--- config.mk ---
export PLATFORM = sky130hd
export DESIGN_NAME = cmp_output_logic
export DESIGN_NICKNAME = d
export VERILOG_FILES = /design/src/cmp_output_logic.sv /design/src/cmp_sync_latch.sv
export SDC_FILE = /design/constraint.sdc
export NUM_CORES = 1
export LEC_CHECK = 0
export ABC_CLOCK_PERIOD_IN_PS = 3260
export CAP_MARGIN = 5
export CORE_ASPECT_RATIO = 0.6
export CORE_MARGIN = 8
export CORE_UTILIZATION = 49
export DETAILED_ROUTE_END_ITERATION = 7
export DONT_BUFFER_PORTS = 1
export PLACE_DENSITY = 0.66
export SLEW_MARGIN = 15
export SYNTH_ARGS = -nofsm -noshare
export SYNTH_HDL_FRONTEND = slang
export SYNTH_HIERARCHICAL = 1
export SYNTH_SLANG_ARGS = --single-unit
--- constraint.sdc ---
create_clock -name clk_i -period 3.26 [get_ports clk_i]
set_input_delay 0.163 -clock clk_i [delete_from_list [all_inputs] [get_ports clk_i]]
set_output_delay 0.163 -clock clk_i [all_outputs]
set_load 0.02 [all_outputs]
--- src/cmp_output_logic.sv ---
// Comparator digital wrapper: package, register slave, result path and edge interrupt flag
//
// Overview of operation
// Speed select resets to 1 (normal); 0 selects slower low-power mode.
// Hysteresis enable bit switches hysteresis offset onto comparator inputs.
// Comparator result is offered as gate source for the gate timer.
// With sync bit set, result is latched on gate timer clock falling edge.
// When prescaler is used, the prescaler output clocks the latch.
// Gate timer advances on rising edges, so latch never changes then.
// Each comparator has rising and falling edge detectors on its output.
// Enabled rising or falling edge sets the comparator interrupt flag.
// Software enables on, polarity, speed, interrupt and edge enables for interrupts.
// Only software clears the interrupt flag, by writing it.
// Edge arriving during a software clear leaves the flag set.
// Two-bit positive select picks pin, converter, fixed reference or ground.
// Two-bit negative select picks one of four analog pins.
// With comparator off, all comparator inputs are disconnected.
// Toggling polarity or on bit while off still moves the edge detectors.
// Port reads return 0 for every pin configured as analog.
// Result feeds the capture/compare auto-shutdown logic.
// Software treats result as unknown right after initialisation.
// Software waits out response time after changing inputs or references.
// Result is 1 when positive exceeds negative; invert bit complements it.
// Internal result is latched once per instruction cycle.
// Output pin enable makes result override the port latch, regardless of on bit.
// Edge detectors compare current adjusted result with previous cycle's value.
// Analog comparison arrives as a single-bit input from the analog core.
//
// Local design decisions: the Wishbone slave port and the address map.

package cmp_pkg;
  localparam logic [7:0] OFS_CTRL_A = 8'h00;
  localparam logic [7:0] OFS_CTRL_B = 8'h04;
  localparam logic [7:0] OFS_FLAG   = 8'h08;
  localparam logic [7:0] OFS_IE     = 8'h0C;
  localparam logic [7:0] OFS_PORT   = 8'h10;
  localparam logic [7:0] OFS_ANALOG_SELECT  = 8'h14;

  // Control A layout: on, result, pin enable, invert, -, speed, hyst, sync
  localparam int BIT_ON     = 7;
  localparam int BIT_RESULT = 6;
  localparam int BIT_PIN_EN = 5;
  localparam int BIT_INVERT = 4;
  localparam int BIT_SPEED  = 2;
  localparam int BIT_HYST   = 1;
  localparam int BIT_SYNC   = 0;
  // Control B layout: rise en, fall en, pos sel, -, neg sel
  localparam int BIT_RISE_EN = 7;
  localparam int BIT_FALL_EN = 6;
  localparam int POS_SEL_LSB = 4;
  localparam int NEG_SEL_LSB = 0;
  localparam int BIT_FLAG    = 0;
  localparam int BIT_IE      = 0;

  typedef enum logic [1:0] {POS_PIN, POS_CONVERTER, POS_FIXED_VREF, POS_GROUND} pos_src_t;

  typedef struct packed {
    logic on;
    logic pin_en;
    logic invert;
    logic speed;
    logic hyst;
    logic sync;
  } ctrl_a_t;

  typedef struct packed {
    logic     rise_en;
    logic     fall_en;
    pos_src_t pos_sel;
    logic [1:0] neg_sel;
  } ctrl_b_t;

  localparam ctrl_a_t CTRL_A_RST = '{on: 1'b0, pin_en: 1'b0, invert: 1'b0, speed: 1'b1, hyst: 1'b0, sync: 1'b0};
  localparam ctrl_b_t CTRL_B_RST = '{rise_en: 1'b0, fall_en: 1'b0, pos_sel: POS_PIN, neg_sel: 2'h0};
  localparam logic [7:0]  ANALOG_SELECT_RST = 8'hFF;
  localparam logic [31:0] DATA_ZERO = 32'h0000_0000;
endpackage

`timescale 1ns/100ps
module cmp_output_logic (
  input  wire logic        clk_i,              // 100 MHz instruction-cycle clock
  input  wire logic        rst_i,              // Synchronous reset, active high
  input  wire logic        cyc_i,              // Wishbone cycle
  input  wire logic        stb_i,              // Wishbone strobe
  input  wire logic        we_i,               // Wishbone write enable
  input  wire logic [7:0]  adr_i,              // Wishbone byte address
  input  wire logic [31:0] dat_i,              // Wishbone write data
  input  wire logic [3:0]  sel_i,              // Wishbone byte selects
  output logic      [31:0] dat_o,              // Wishbone read data
  output logic             ack_o,              // Wishbone acknowledge
  input  wire logic        cmp_raw_i,          // Analog core: positive above negative
  input  wire logic        timer_src_clk_i,    // Gate timer source clock level
  input  wire logic        timer_presc_clk_i,  // Gate timer prescaler output level
  input  wire logic        timer_presc_en_i,   // Gate timer prescaler in use
  input  wire logic [7:0]  port_pins_i,        // Digital port pin levels
  output logic             cmp_enable_o,       // Connect comparator inputs
  output logic             speed_select_o,     // 1 normal speed, 0 low power
  output logic             hyst_enable_o,      // Hysteresis offset on
  output logic      [1:0]  pos_input_sel_o,    // Non-inverting input source
  output logic      [1:0]  neg_input_sel_o,    // Inverting input pin
  output logic             gate_src_o,         // Result for gate timer gate
  output logic             timer_step_o,       // Pulse: gate timer may advance
  output logic             shutdown_src_o,     // Result for auto-shutdown
  output logic             pin_out_o,          // Result driven to output pin
  output logic             pin_override_o,     // Result overrides port latch
  output logic             cmp_int_flag_o,     // Sticky interrupt flag
  output logic             cmp_int_enable_o    // Interrupt enable bit
);

  cmp_pkg::ctrl_a_t ctrl_a;
  cmp_pkg::ctrl_b_t ctrl_b;
  logic [7:0] analog_select;
  logic       cmp_int_flag;
  logic       cmp_int_enable;
  logic       pol_q;
  logic       sync_val;
  logic       cmp_result;
  logic       prev_result;
  logic       rise_ev;
  logic       fall_ev;
  logic       set_ev;
  logic       bus_req;
  logic       wr_lane0;
  logic       flag_clear;
  logic [31:0] next_dat;

  function automatic logic hit(input logic [7:0] adr, input logic [7:0] ofs);
    hit = (adr == ofs);
  endfunction

  assign bus_req  = cyc_i & stb_i;
  // Write takes effect at the edge the master samples ack
  assign wr_lane0 = bus_req & we_i & ack_o & sel_i[0];

  always_ff @(posedge clk_i) begin
    if (rst_i) begin
      ack_o <= 1'b0;
    end else begin
      ack_o <= bus_req & ~ack_o;
    end
  end

  always_comb begin
    next_dat = cmp_pkg::DATA_ZERO;
    if (hit(adr_i, cmp_pkg::OFS_CTRL_A)) begin
      next_dat[cmp_pkg::BIT_ON]     = ctrl_a.on;
      next_dat[cmp_pkg::BIT_RESULT] = cmp_result;
      next_dat[cmp_pkg::BIT_PIN_EN] = ctrl_a.pin_en;
      next_dat[cmp_pkg::BIT_INVERT] = ctrl_a.invert;
      next_dat[cmp_pkg::BIT_SPEED]  = ctrl_a.speed;
      next_dat[cmp_pkg::BIT_HYST]   = ctrl_a.hyst;
      next_dat[cmp_pkg::BIT_SYNC]   = ctrl_a.sync;
    end else if (hit(adr_i, cmp_pkg::OFS_CTRL_B)) begin
      next_dat[cmp_pkg::BIT_RISE_EN] = ctrl_b.rise_en;
      next_dat[cmp_pkg::BIT_FALL_EN] = ctrl_b.fall_en;
      next_dat[cmp_pkg::POS_SEL_LSB +: 2] = ctrl_b.pos_sel;
      next_dat[cmp_pkg::NEG_SEL_LSB +: 2] = ctrl_b.neg_sel;
    end else if (hit(adr_i, cmp_pkg::OFS_FLAG)) begin
      next_dat[cmp_pkg::BIT_FLAG] = cmp_int_flag;
    end else if (hit(adr_i, cmp_pkg::OFS_IE)) begin
      next_dat[cmp_pkg::BIT_IE] = cmp_int_enable;
    end else if (hit(adr_i, cmp_pkg::OFS_PORT)) begin
      // Analog pins read as zero
      next_dat[7:0] = port_pins_i & ~analog_select;
    end else if (hit(adr_i, cmp_pkg::OFS_ANALOG_SELECT)) begin
      next_dat[7:0] = analog_select;
    end
  end

  always_ff @(posedge clk_i) begin
    if (rst_i) begin
      dat_o <= cmp_pkg::DATA_ZERO;
    end else if (bus_req & ~ack_o) begin
      dat_o <= next_dat;
    end
  end

  // Speed bit resets to normal
  always_ff @(posedge clk_i) begin
    if (rst_i) begin
      ctrl_a <= cmp_pkg::CTRL_A_RST;
    end else if (wr_lane0 && hit(adr_i, cmp_pkg::OFS_CTRL_A)) begin
      ctrl_a.on     <= dat_i[cmp_pkg::BIT_ON];
      ctrl_a.pin_en <= dat_i[cmp_pkg::BIT_PIN_EN];
      ctrl_a.invert <= dat_i[cmp_pkg::BIT_INVERT];
      ctrl_a.speed  <= dat_i[cmp_pkg::BIT_SPEED];
      ctrl_a.hyst   <= dat_i[cmp_pkg::BIT_HYST];
      ctrl_a.sync   <= dat_i[cmp_pkg::BIT_SYNC];
    end
  end

  always_ff @(posedge clk_i) begin
    if (rst_i) begin
      ctrl_b <= cmp_pkg::CTRL_B_RST;
    end else if (wr_lane0 && hit(adr_i, cmp_pkg::OFS_CTRL_B)) begin
      ctrl_b.rise_en <= dat_i[cmp_pkg::BIT_RISE_EN];
      ctrl_b.fall_en <= dat_i[cmp_pkg::BIT_FALL_EN];
      ctrl_b.pos_sel <= cmp_pkg::pos_src_t'(dat_i[cmp_pkg::POS_SEL_LSB +: 2]);
      ctrl_b.neg_sel <= dat_i[cmp_pkg::NEG_SEL_LSB +: 2];
    end
  end

  always_ff @(posedge clk_i) begin
    if (rst_i) begin
      cmp_int_enable <= 1'b0;
      analog_select  <= cmp_pkg::ANALOG_SELECT_RST;
    end else if (wr_lane0) begin
      if (hit(adr_i, cmp_pkg::OFS_IE)) begin
        cmp_int_enable <= dat_i[cmp_pkg::BIT_IE];
      end
      if (hit(adr_i, cmp_pkg::OFS_ANALOG_SELECT)) begin
        analog_select <= dat_i[7:0];
      end
    end
  end

  // Result latched every cycle; off forces raw low so on/invert still move it
  // Invert complements the comparison; single-bit analog input
  always_ff @(posedge clk_i) begin
    if (rst_i) begin
      pol_q <= 1'b0;
    end else begin
      pol_q <= (ctrl_a.on & cmp_raw_i) ^ ctrl_a.invert;
    end
  end

  cmp_sync_latch u_sync (
    .clk_i        (clk_i),
    .rst_i        (rst_i),
    .src_clk_i    (timer_src_clk_i),
    .presc_clk_i  (timer_presc_clk_i),
    .presc_en_i   (timer_presc_en_i),
    .value_i      (pol_q),
    .latched_o    (sync_val),
    .timer_step_o (timer_step_o)
  );

  // Sync bit picks latched value
  assign cmp_result = ctrl_a.sync ? sync_val : pol_q;

  // Compare with previous cycle
  always_ff @(posedge clk_i) begin
    if (rst_i) begin
      prev_result <= 1'b0;
    end else begin
      prev_result <= cmp_result;
    end
  end

  // Rising and falling detectors
  assign rise_ev = cmp_result & ~prev_result;
  assign fall_ev = ~cmp_result & prev_result;
  // Enabled edge raises flag
  assign set_ev  = (rise_ev & ctrl_b.rise_en) | (fall_ev & ctrl_b.fall_en);
  assign flag_clear = wr_lane0 && hit(adr_i, cmp_pkg::OFS_FLAG) && !dat_i[cmp_pkg::BIT_FLAG];

  // Only software clears; set wins over clear
  always_ff @(posedge clk_i) begin
    if (rst_i) begin
      cmp_int_flag <= 1'b0;
    end else if (set_ev) begin
      cmp_int_flag <= 1'b1;
    end else if (flag_clear) begin
      cmp_int_flag <= 1'b0;
    end
  end

  // Gate feed; shutdown feed; pin override ignores on bit
  always_ff @(posedge clk_i) begin
    if (rst_i) begin
      gate_src_o     <= 1'b0;
      shutdown_src_o <= 1'b0;
      pin_out_o      <= 1'b0;
    end else begin
      gate_src_o     <= cmp_result;
      shutdown_src_o <= cmp_result;
      pin_out_o      <= cmp_result;
    end
  end

  // Inputs follow on bit; hysteresis; input selects
  assign cmp_enable_o     = ctrl_a.on;
  assign speed_select_o   = ctrl_a.speed;
  assign hyst_enable_o    = ctrl_a.hyst;
  assign pos_input_sel_o  = ctrl_b.pos_sel;
  assign neg_input_sel_o  = ctrl_b.neg_sel;
  assign pin_override_o   = ctrl_a.pin_en;
  assign cmp_int_flag_o   = cmp_int_flag;
  assign cmp_int_enable_o = cmp_int_enable;

  chk_speed_reset: assert property (@(posedge clk_i) disable iff (rst_i) $past(rst_i) |-> speed_select_o)
    else $error("speed select not 1 after reset");

  chk_flag_set: assert property (@(posedge clk_i) disable iff (rst_i)
    (rise_ev && ctrl_b.rise_en) or (fall_ev && ctrl_b.fall_en) |=> cmp_int_flag_o)
    else $error("enabled edge did not set flag");

  chk_flag_hold: assert property (@(posedge clk_i) disable iff (rst_i)
    (cmp_int_flag_o && !flag_clear) |=> cmp_int_flag_o)
    else $error("flag cleared without software");

  chk_set_wins: assert property (@(posedge clk_i) disable iff (rst_i)
    (set_ev && flag_clear) |=> cmp_int_flag_o)
    else $error("clear beat a simultaneous edge");

  chk_result_pol: assert property (@(posedge clk_i) disable iff (rst_i)
    !ctrl_a.sync ##1 !ctrl_a.sync |-> (cmp_result == (($past(ctrl_a.on) & $past(cmp_raw_i)) ^ $past(ctrl_a.invert))))
    else $error("result polarity wrong");

  chk_port_analog: assert property (@(posedge clk_i) disable iff (rst_i)
    (bus_req && !ack_o && hit(adr_i, cmp_pkg::OFS_PORT)) |=> ((dat_o[7:0] & $past(analog_select)) == 8'h00))
    else $error("analog pin read nonzero");

  chk_feeds_follow: assert property (@(posedge clk_i) disable iff (rst_i)
    1'b1 |=> (shutdown_src_o == $past(cmp_result)) && (gate_src_o == $past(cmp_result)))
    else $error("shutdown or gate feed lags result");

  chk_pin_follow: assert property (@(posedge clk_i) disable iff (rst_i)
    pin_override_o ##1 pin_override_o |-> pin_out_o == $past(cmp_result))
    else $error("pin output not result");

endmodule

--- src/cmp_sync_latch.sv ---
// Timer-synchronising latch for the comparator result
`timescale 1ns/100ps
module cmp_sync_latch (
  input  wire logic clk_i,          // Instruction-cycle clock
  input  wire logic rst_i,          // Synchronous reset, active high
  input  wire logic src_clk_i,      // Gate timer raw source clock level
  input  wire logic presc_clk_i,    // Gate timer prescaler output level
  input  wire logic presc_en_i,     // Gate timer uses its prescaler
  input  wire logic value_i,        // Polarity-adjusted result
  output logic      latched_o,      // Value caught at last falling edge
  output logic      timer_step_o    // Pulse: timer may advance now
);

  logic sel_clk;
  logic sel_prev;
  logic fall_seen;
  logic rise_seen;

  // Prescaler output clocks latch
  assign sel_clk   = presc_en_i ? presc_clk_i : src_clk_i;
  assign fall_seen = sel_prev & ~sel_clk;
  assign rise_seen = ~sel_prev & sel_clk;

  always_ff @(posedge clk_i) begin
    if (rst_i) begin
      sel_prev <= 1'b0;
    end else begin
      sel_prev <= sel_clk;
    end
  end

  // Capture on falling edge
  always_ff @(posedge clk_i) begin
    if (rst_i) begin
      latched_o <= 1'b0;
    end else if (fall_seen) begin
      latched_o <= value_i;
    end
  end

  // Timer steps on rising edge
  always_ff @(posedge clk_i) begin
    if (rst_i) begin
      timer_step_o <= 1'b0;
    end else begin
      timer_step_o <= rise_seen;
    end
  end

  chk_latch_fall: assert property (@(posedge clk_i) disable iff (rst_i)
    fall_seen |=> (latched_o == $past(value_i)))
    else $error("sync latch missed a falling edge");

  chk_latch_stable: assert property (@(posedge clk_i) disable iff (rst_i)
    timer_step_o |-> $stable(latched_o))
    else $error("sync latch changed while timer stepped");

  chk_presc_sel: assert property (@(posedge clk_i) disable iff (rst_i)
    (presc_en_i && $fell(presc_clk_i) && $past(presc_en_i)) |=> (latched_o == $past(value_i)))
    else $error("prescaler edge did not clock the latch");

endmodule

==> parameters.txt <==
Parameter                              Value

CTS
  Maximum count of clock buffers along a single path    2
  Level count of the clock H-tree    2
  Register clock-pin slew on the reported worst setup and hold paths    0.07 ns
  Clock tree root buffer cell    clkbuf_8
  Total clock buffers created by CTS    5
  Clock network latency to the later pin of the worst-skew pair    0.29 ns
  CTS tree    yes
  # clock sinks    36

Placed design
  Number of buffer cells added on primary ports    0
  Dpl ws    1.416 ns
  HPWL after detailed placement    3567 um
  Post-placement cell count    262
  Placer congestion estimate    0.7596

Setup path
  Arrival time at the worst endpoint    2.02 ns
  Required time of the critical path    3.48 ns
  Peak fanout along the critical path    8
  Slowest stage cell on the critical path    and4_1
  Cell family with most CP delay    simple AND/OR/NAND/NOR gates
  Crit start category    flip-flop
  Crit. End Element    flip-flop
  Cells along the critical path    nand3_1, nor2_1, and4_1, mux2i_1
  Register-to-register path setup slack    1.46 ns
  Crit path kind    reg2reg
  CP Buf/Inv Count    0
  Delay of the slowest critical-path stage    0.58 ns

Global route
  Grt peak-use layer    met2
  Maximum number of pins on one net before global-route repair    33
  Routing usage on met1    20.20%
  Wire length of the first global-routing pass    8045 um
  Via count of the first global-routing pass    1,480
  Residual overflow from global routing    0
  Initial antenna violation count    0
  GRT Resource Usage Total    15.83%
  Global Route met3 Usage    7.619%
  Met2 routing resource usage after global routing    22.86%

Synth
  Cells after synthesis    233
  Cell Area, Synth    1926 sq um
  Synthesis Warnings    6
  Register area share after synthesis    37.43%
  Synthesized area per cell    8.264 sq um
  Synth unique cells    34
  Seq cells post-synth    36

Timing
  Sum of negative setup slack    0 ns
  Final worst-path setup slack    1.456 ns
  Crit share post-route    55.32%
  Fmax    554.5 MHz
  Worst-case hold slack    0.005318 ns
  Final Critical Period    1.804 ns
  Post-Route Skew    0.002181 ns
  Setup repair after global routing missed its margin    false
  Max Transition Viols Final    0
  Number of failing setup endpoints in the final timing report    0
  Total count of hold-check failures in the final report    0
  Slew Limit Headroom    47.31%
  Worst Max-Slew Pin Slew    0.7877 ns

Finish
  Ant diodes    0
  Fraction of final layout cells with drive strength greater than 1    7.589%
  Total number of nets in the final design    284
  Cell Count, Final, Fillers Out    271
  Most common library cell in the layout ignoring fill and taps    dfxtp_1
  Syn-to-layout area delta    0.9744%
  Commonest cells after routing, fill and taps aside    36 x dfxtp_1, 27 x nor2_1, 24 x conb_1

Floorplanning
  Number of core rows    17
  Chip Height    64.56 um
  Die width    96.93 um
  Area of the die    6257 sq um
  Initial cell density of the core    51.73%
  # IOs    108
  Area of the core region    3722 sq um

Detailed routing
  Post-route antenna net violation count    0
  Avg WL per Cell    18.04 um
  Vias after detailed routing    1,481
  Count of routing violations after the opening detailed-route iteration    67
  Residual DRC count    0
  Via density    5.465
  DR pass1 iterations    4
  DRT Wirelength    4888 um

Min path
  Kind of path behind the tightest hold check    in2reg

Power
  Final Power    0.9420 mW
  Maximum VDD drop    302.9 uV
  Cell Pwr Density    484.5 nW/um^2
  Static leakage power    0.7140 nW

Flow run
  Number of max-capacitance violations reported    0

Status
  Run status    finished clean
-- metal layers --
metal  vias up  share of wire [%]
met1       678                 47
met5         -                  0
li1        740                  -
met4         0               0.82
met2        59                 41
met3         4                 11
-- final timing paths --
check,from,endpoint,depth (start not counted)
max,ack_o,analog_select[3],4
min,dat_i[2],speed_select_o,2
max reg2reg,ack_o,analog_select[3],4
min reg2reg,u_sync/sel_prev,u_sync/timer_step_o,1
-- cells in the mapped netlist --
cell	number	area (sq um)
conb_1	1	3.750
xor2_1	1	8.760
a22o_1	7	61.31
nor2_1	27	101.4
dfxtp_1	36	720.7
nand4_1	3	18.77
mux2i_2	1	13.76
a41o_1	1	10.01
o21ba_1	1	10.01
buf_1	1	3.750
buf_2	3	15.01
nand3_1	12	60.06
nor2b_1	5	31.28
or4_1	2	15.01
nor3_1	4	20.02
nor3b_1	6	45.04
or3b_2	2	17.52
and3_1	1	6.260
mux2_2	1	11.26
or4_4	1	11.26
or2_2	2	12.51
and4_1	1	8.760
clkbuf_1	9	33.78
inv_1	2	7.510
a21boi_0	1	7.510
a211oi_1	4	30.03
nor4_1	3	18.77
buf_4	30	225.2
a21oi_1	23	115.1
nand2_1	11	41.29
a31oi_1	1	6.260
o21ai_0	8	40.04
nand2b_1	7	43.79
mux2i_1	15	150.1
-- power breakdown --
group	internal (mW)	switching [mW]
sequential	0.442	0.00342
clock	0.270	0.163
combinational	0.0173	0.0469
-- repair_timing --
item,in CTS,in global routing
endpoints found under the hold margin,20,0
endpoints found under the setup margin,0,0
hold buffers,1,0
setup buffers,0,0
resized for setup,0,0
-- flip-flops by register name, indices dropped and copies added (netlist names), 2 cells and up --
name,count
ctrl_b,2
pos_input_sel_o,2
analog_select,8
ctrl_a,2
dat_o,8
neg_input_sel_o,2
-- logic make-up (layout without fill, tap and decap cells) --
group	after synthesis	count (layout)	share of synthesized area, %
AOI/OAI and AO/OA	46	46	14.56
xor gates and xnor gates	1	1	0.4549
buffers and inverters	45	13	14.81
DFF	36	36	37.43
muxes	17	17	9.096
other	1	24	0.1947
and+or+nand+nor	87	87	23.46
-- metrics by stage --
step | util, % | area [sq um]
2_1_floorplan | - | 2012
3_5_place_dp | 48.57 | 1808
6_report | 52.24 | 1944
5_1_grt | 52.24 | 1944
4_1_cts | 52.24 | 1944
3_3_place_gp | 48.57 | 1808
-- area by class of cell --
| cell class | instances | area (sq um) |
|---|---|---|
| flip-flops and latches | 36 | 720.7 |
| fillers | 385 | 1778 |
| well taps | 47 | 58.81 |
| clock inverters | 1 | 30.03 |
| multi-input cells | 175 | 1006 |
| repair buffers | 3 | 25.02 |
| clock buffers | 7 | 96.34 |
| inverters | 2 | 7.507 |
(Power assumes the default switching activity.)
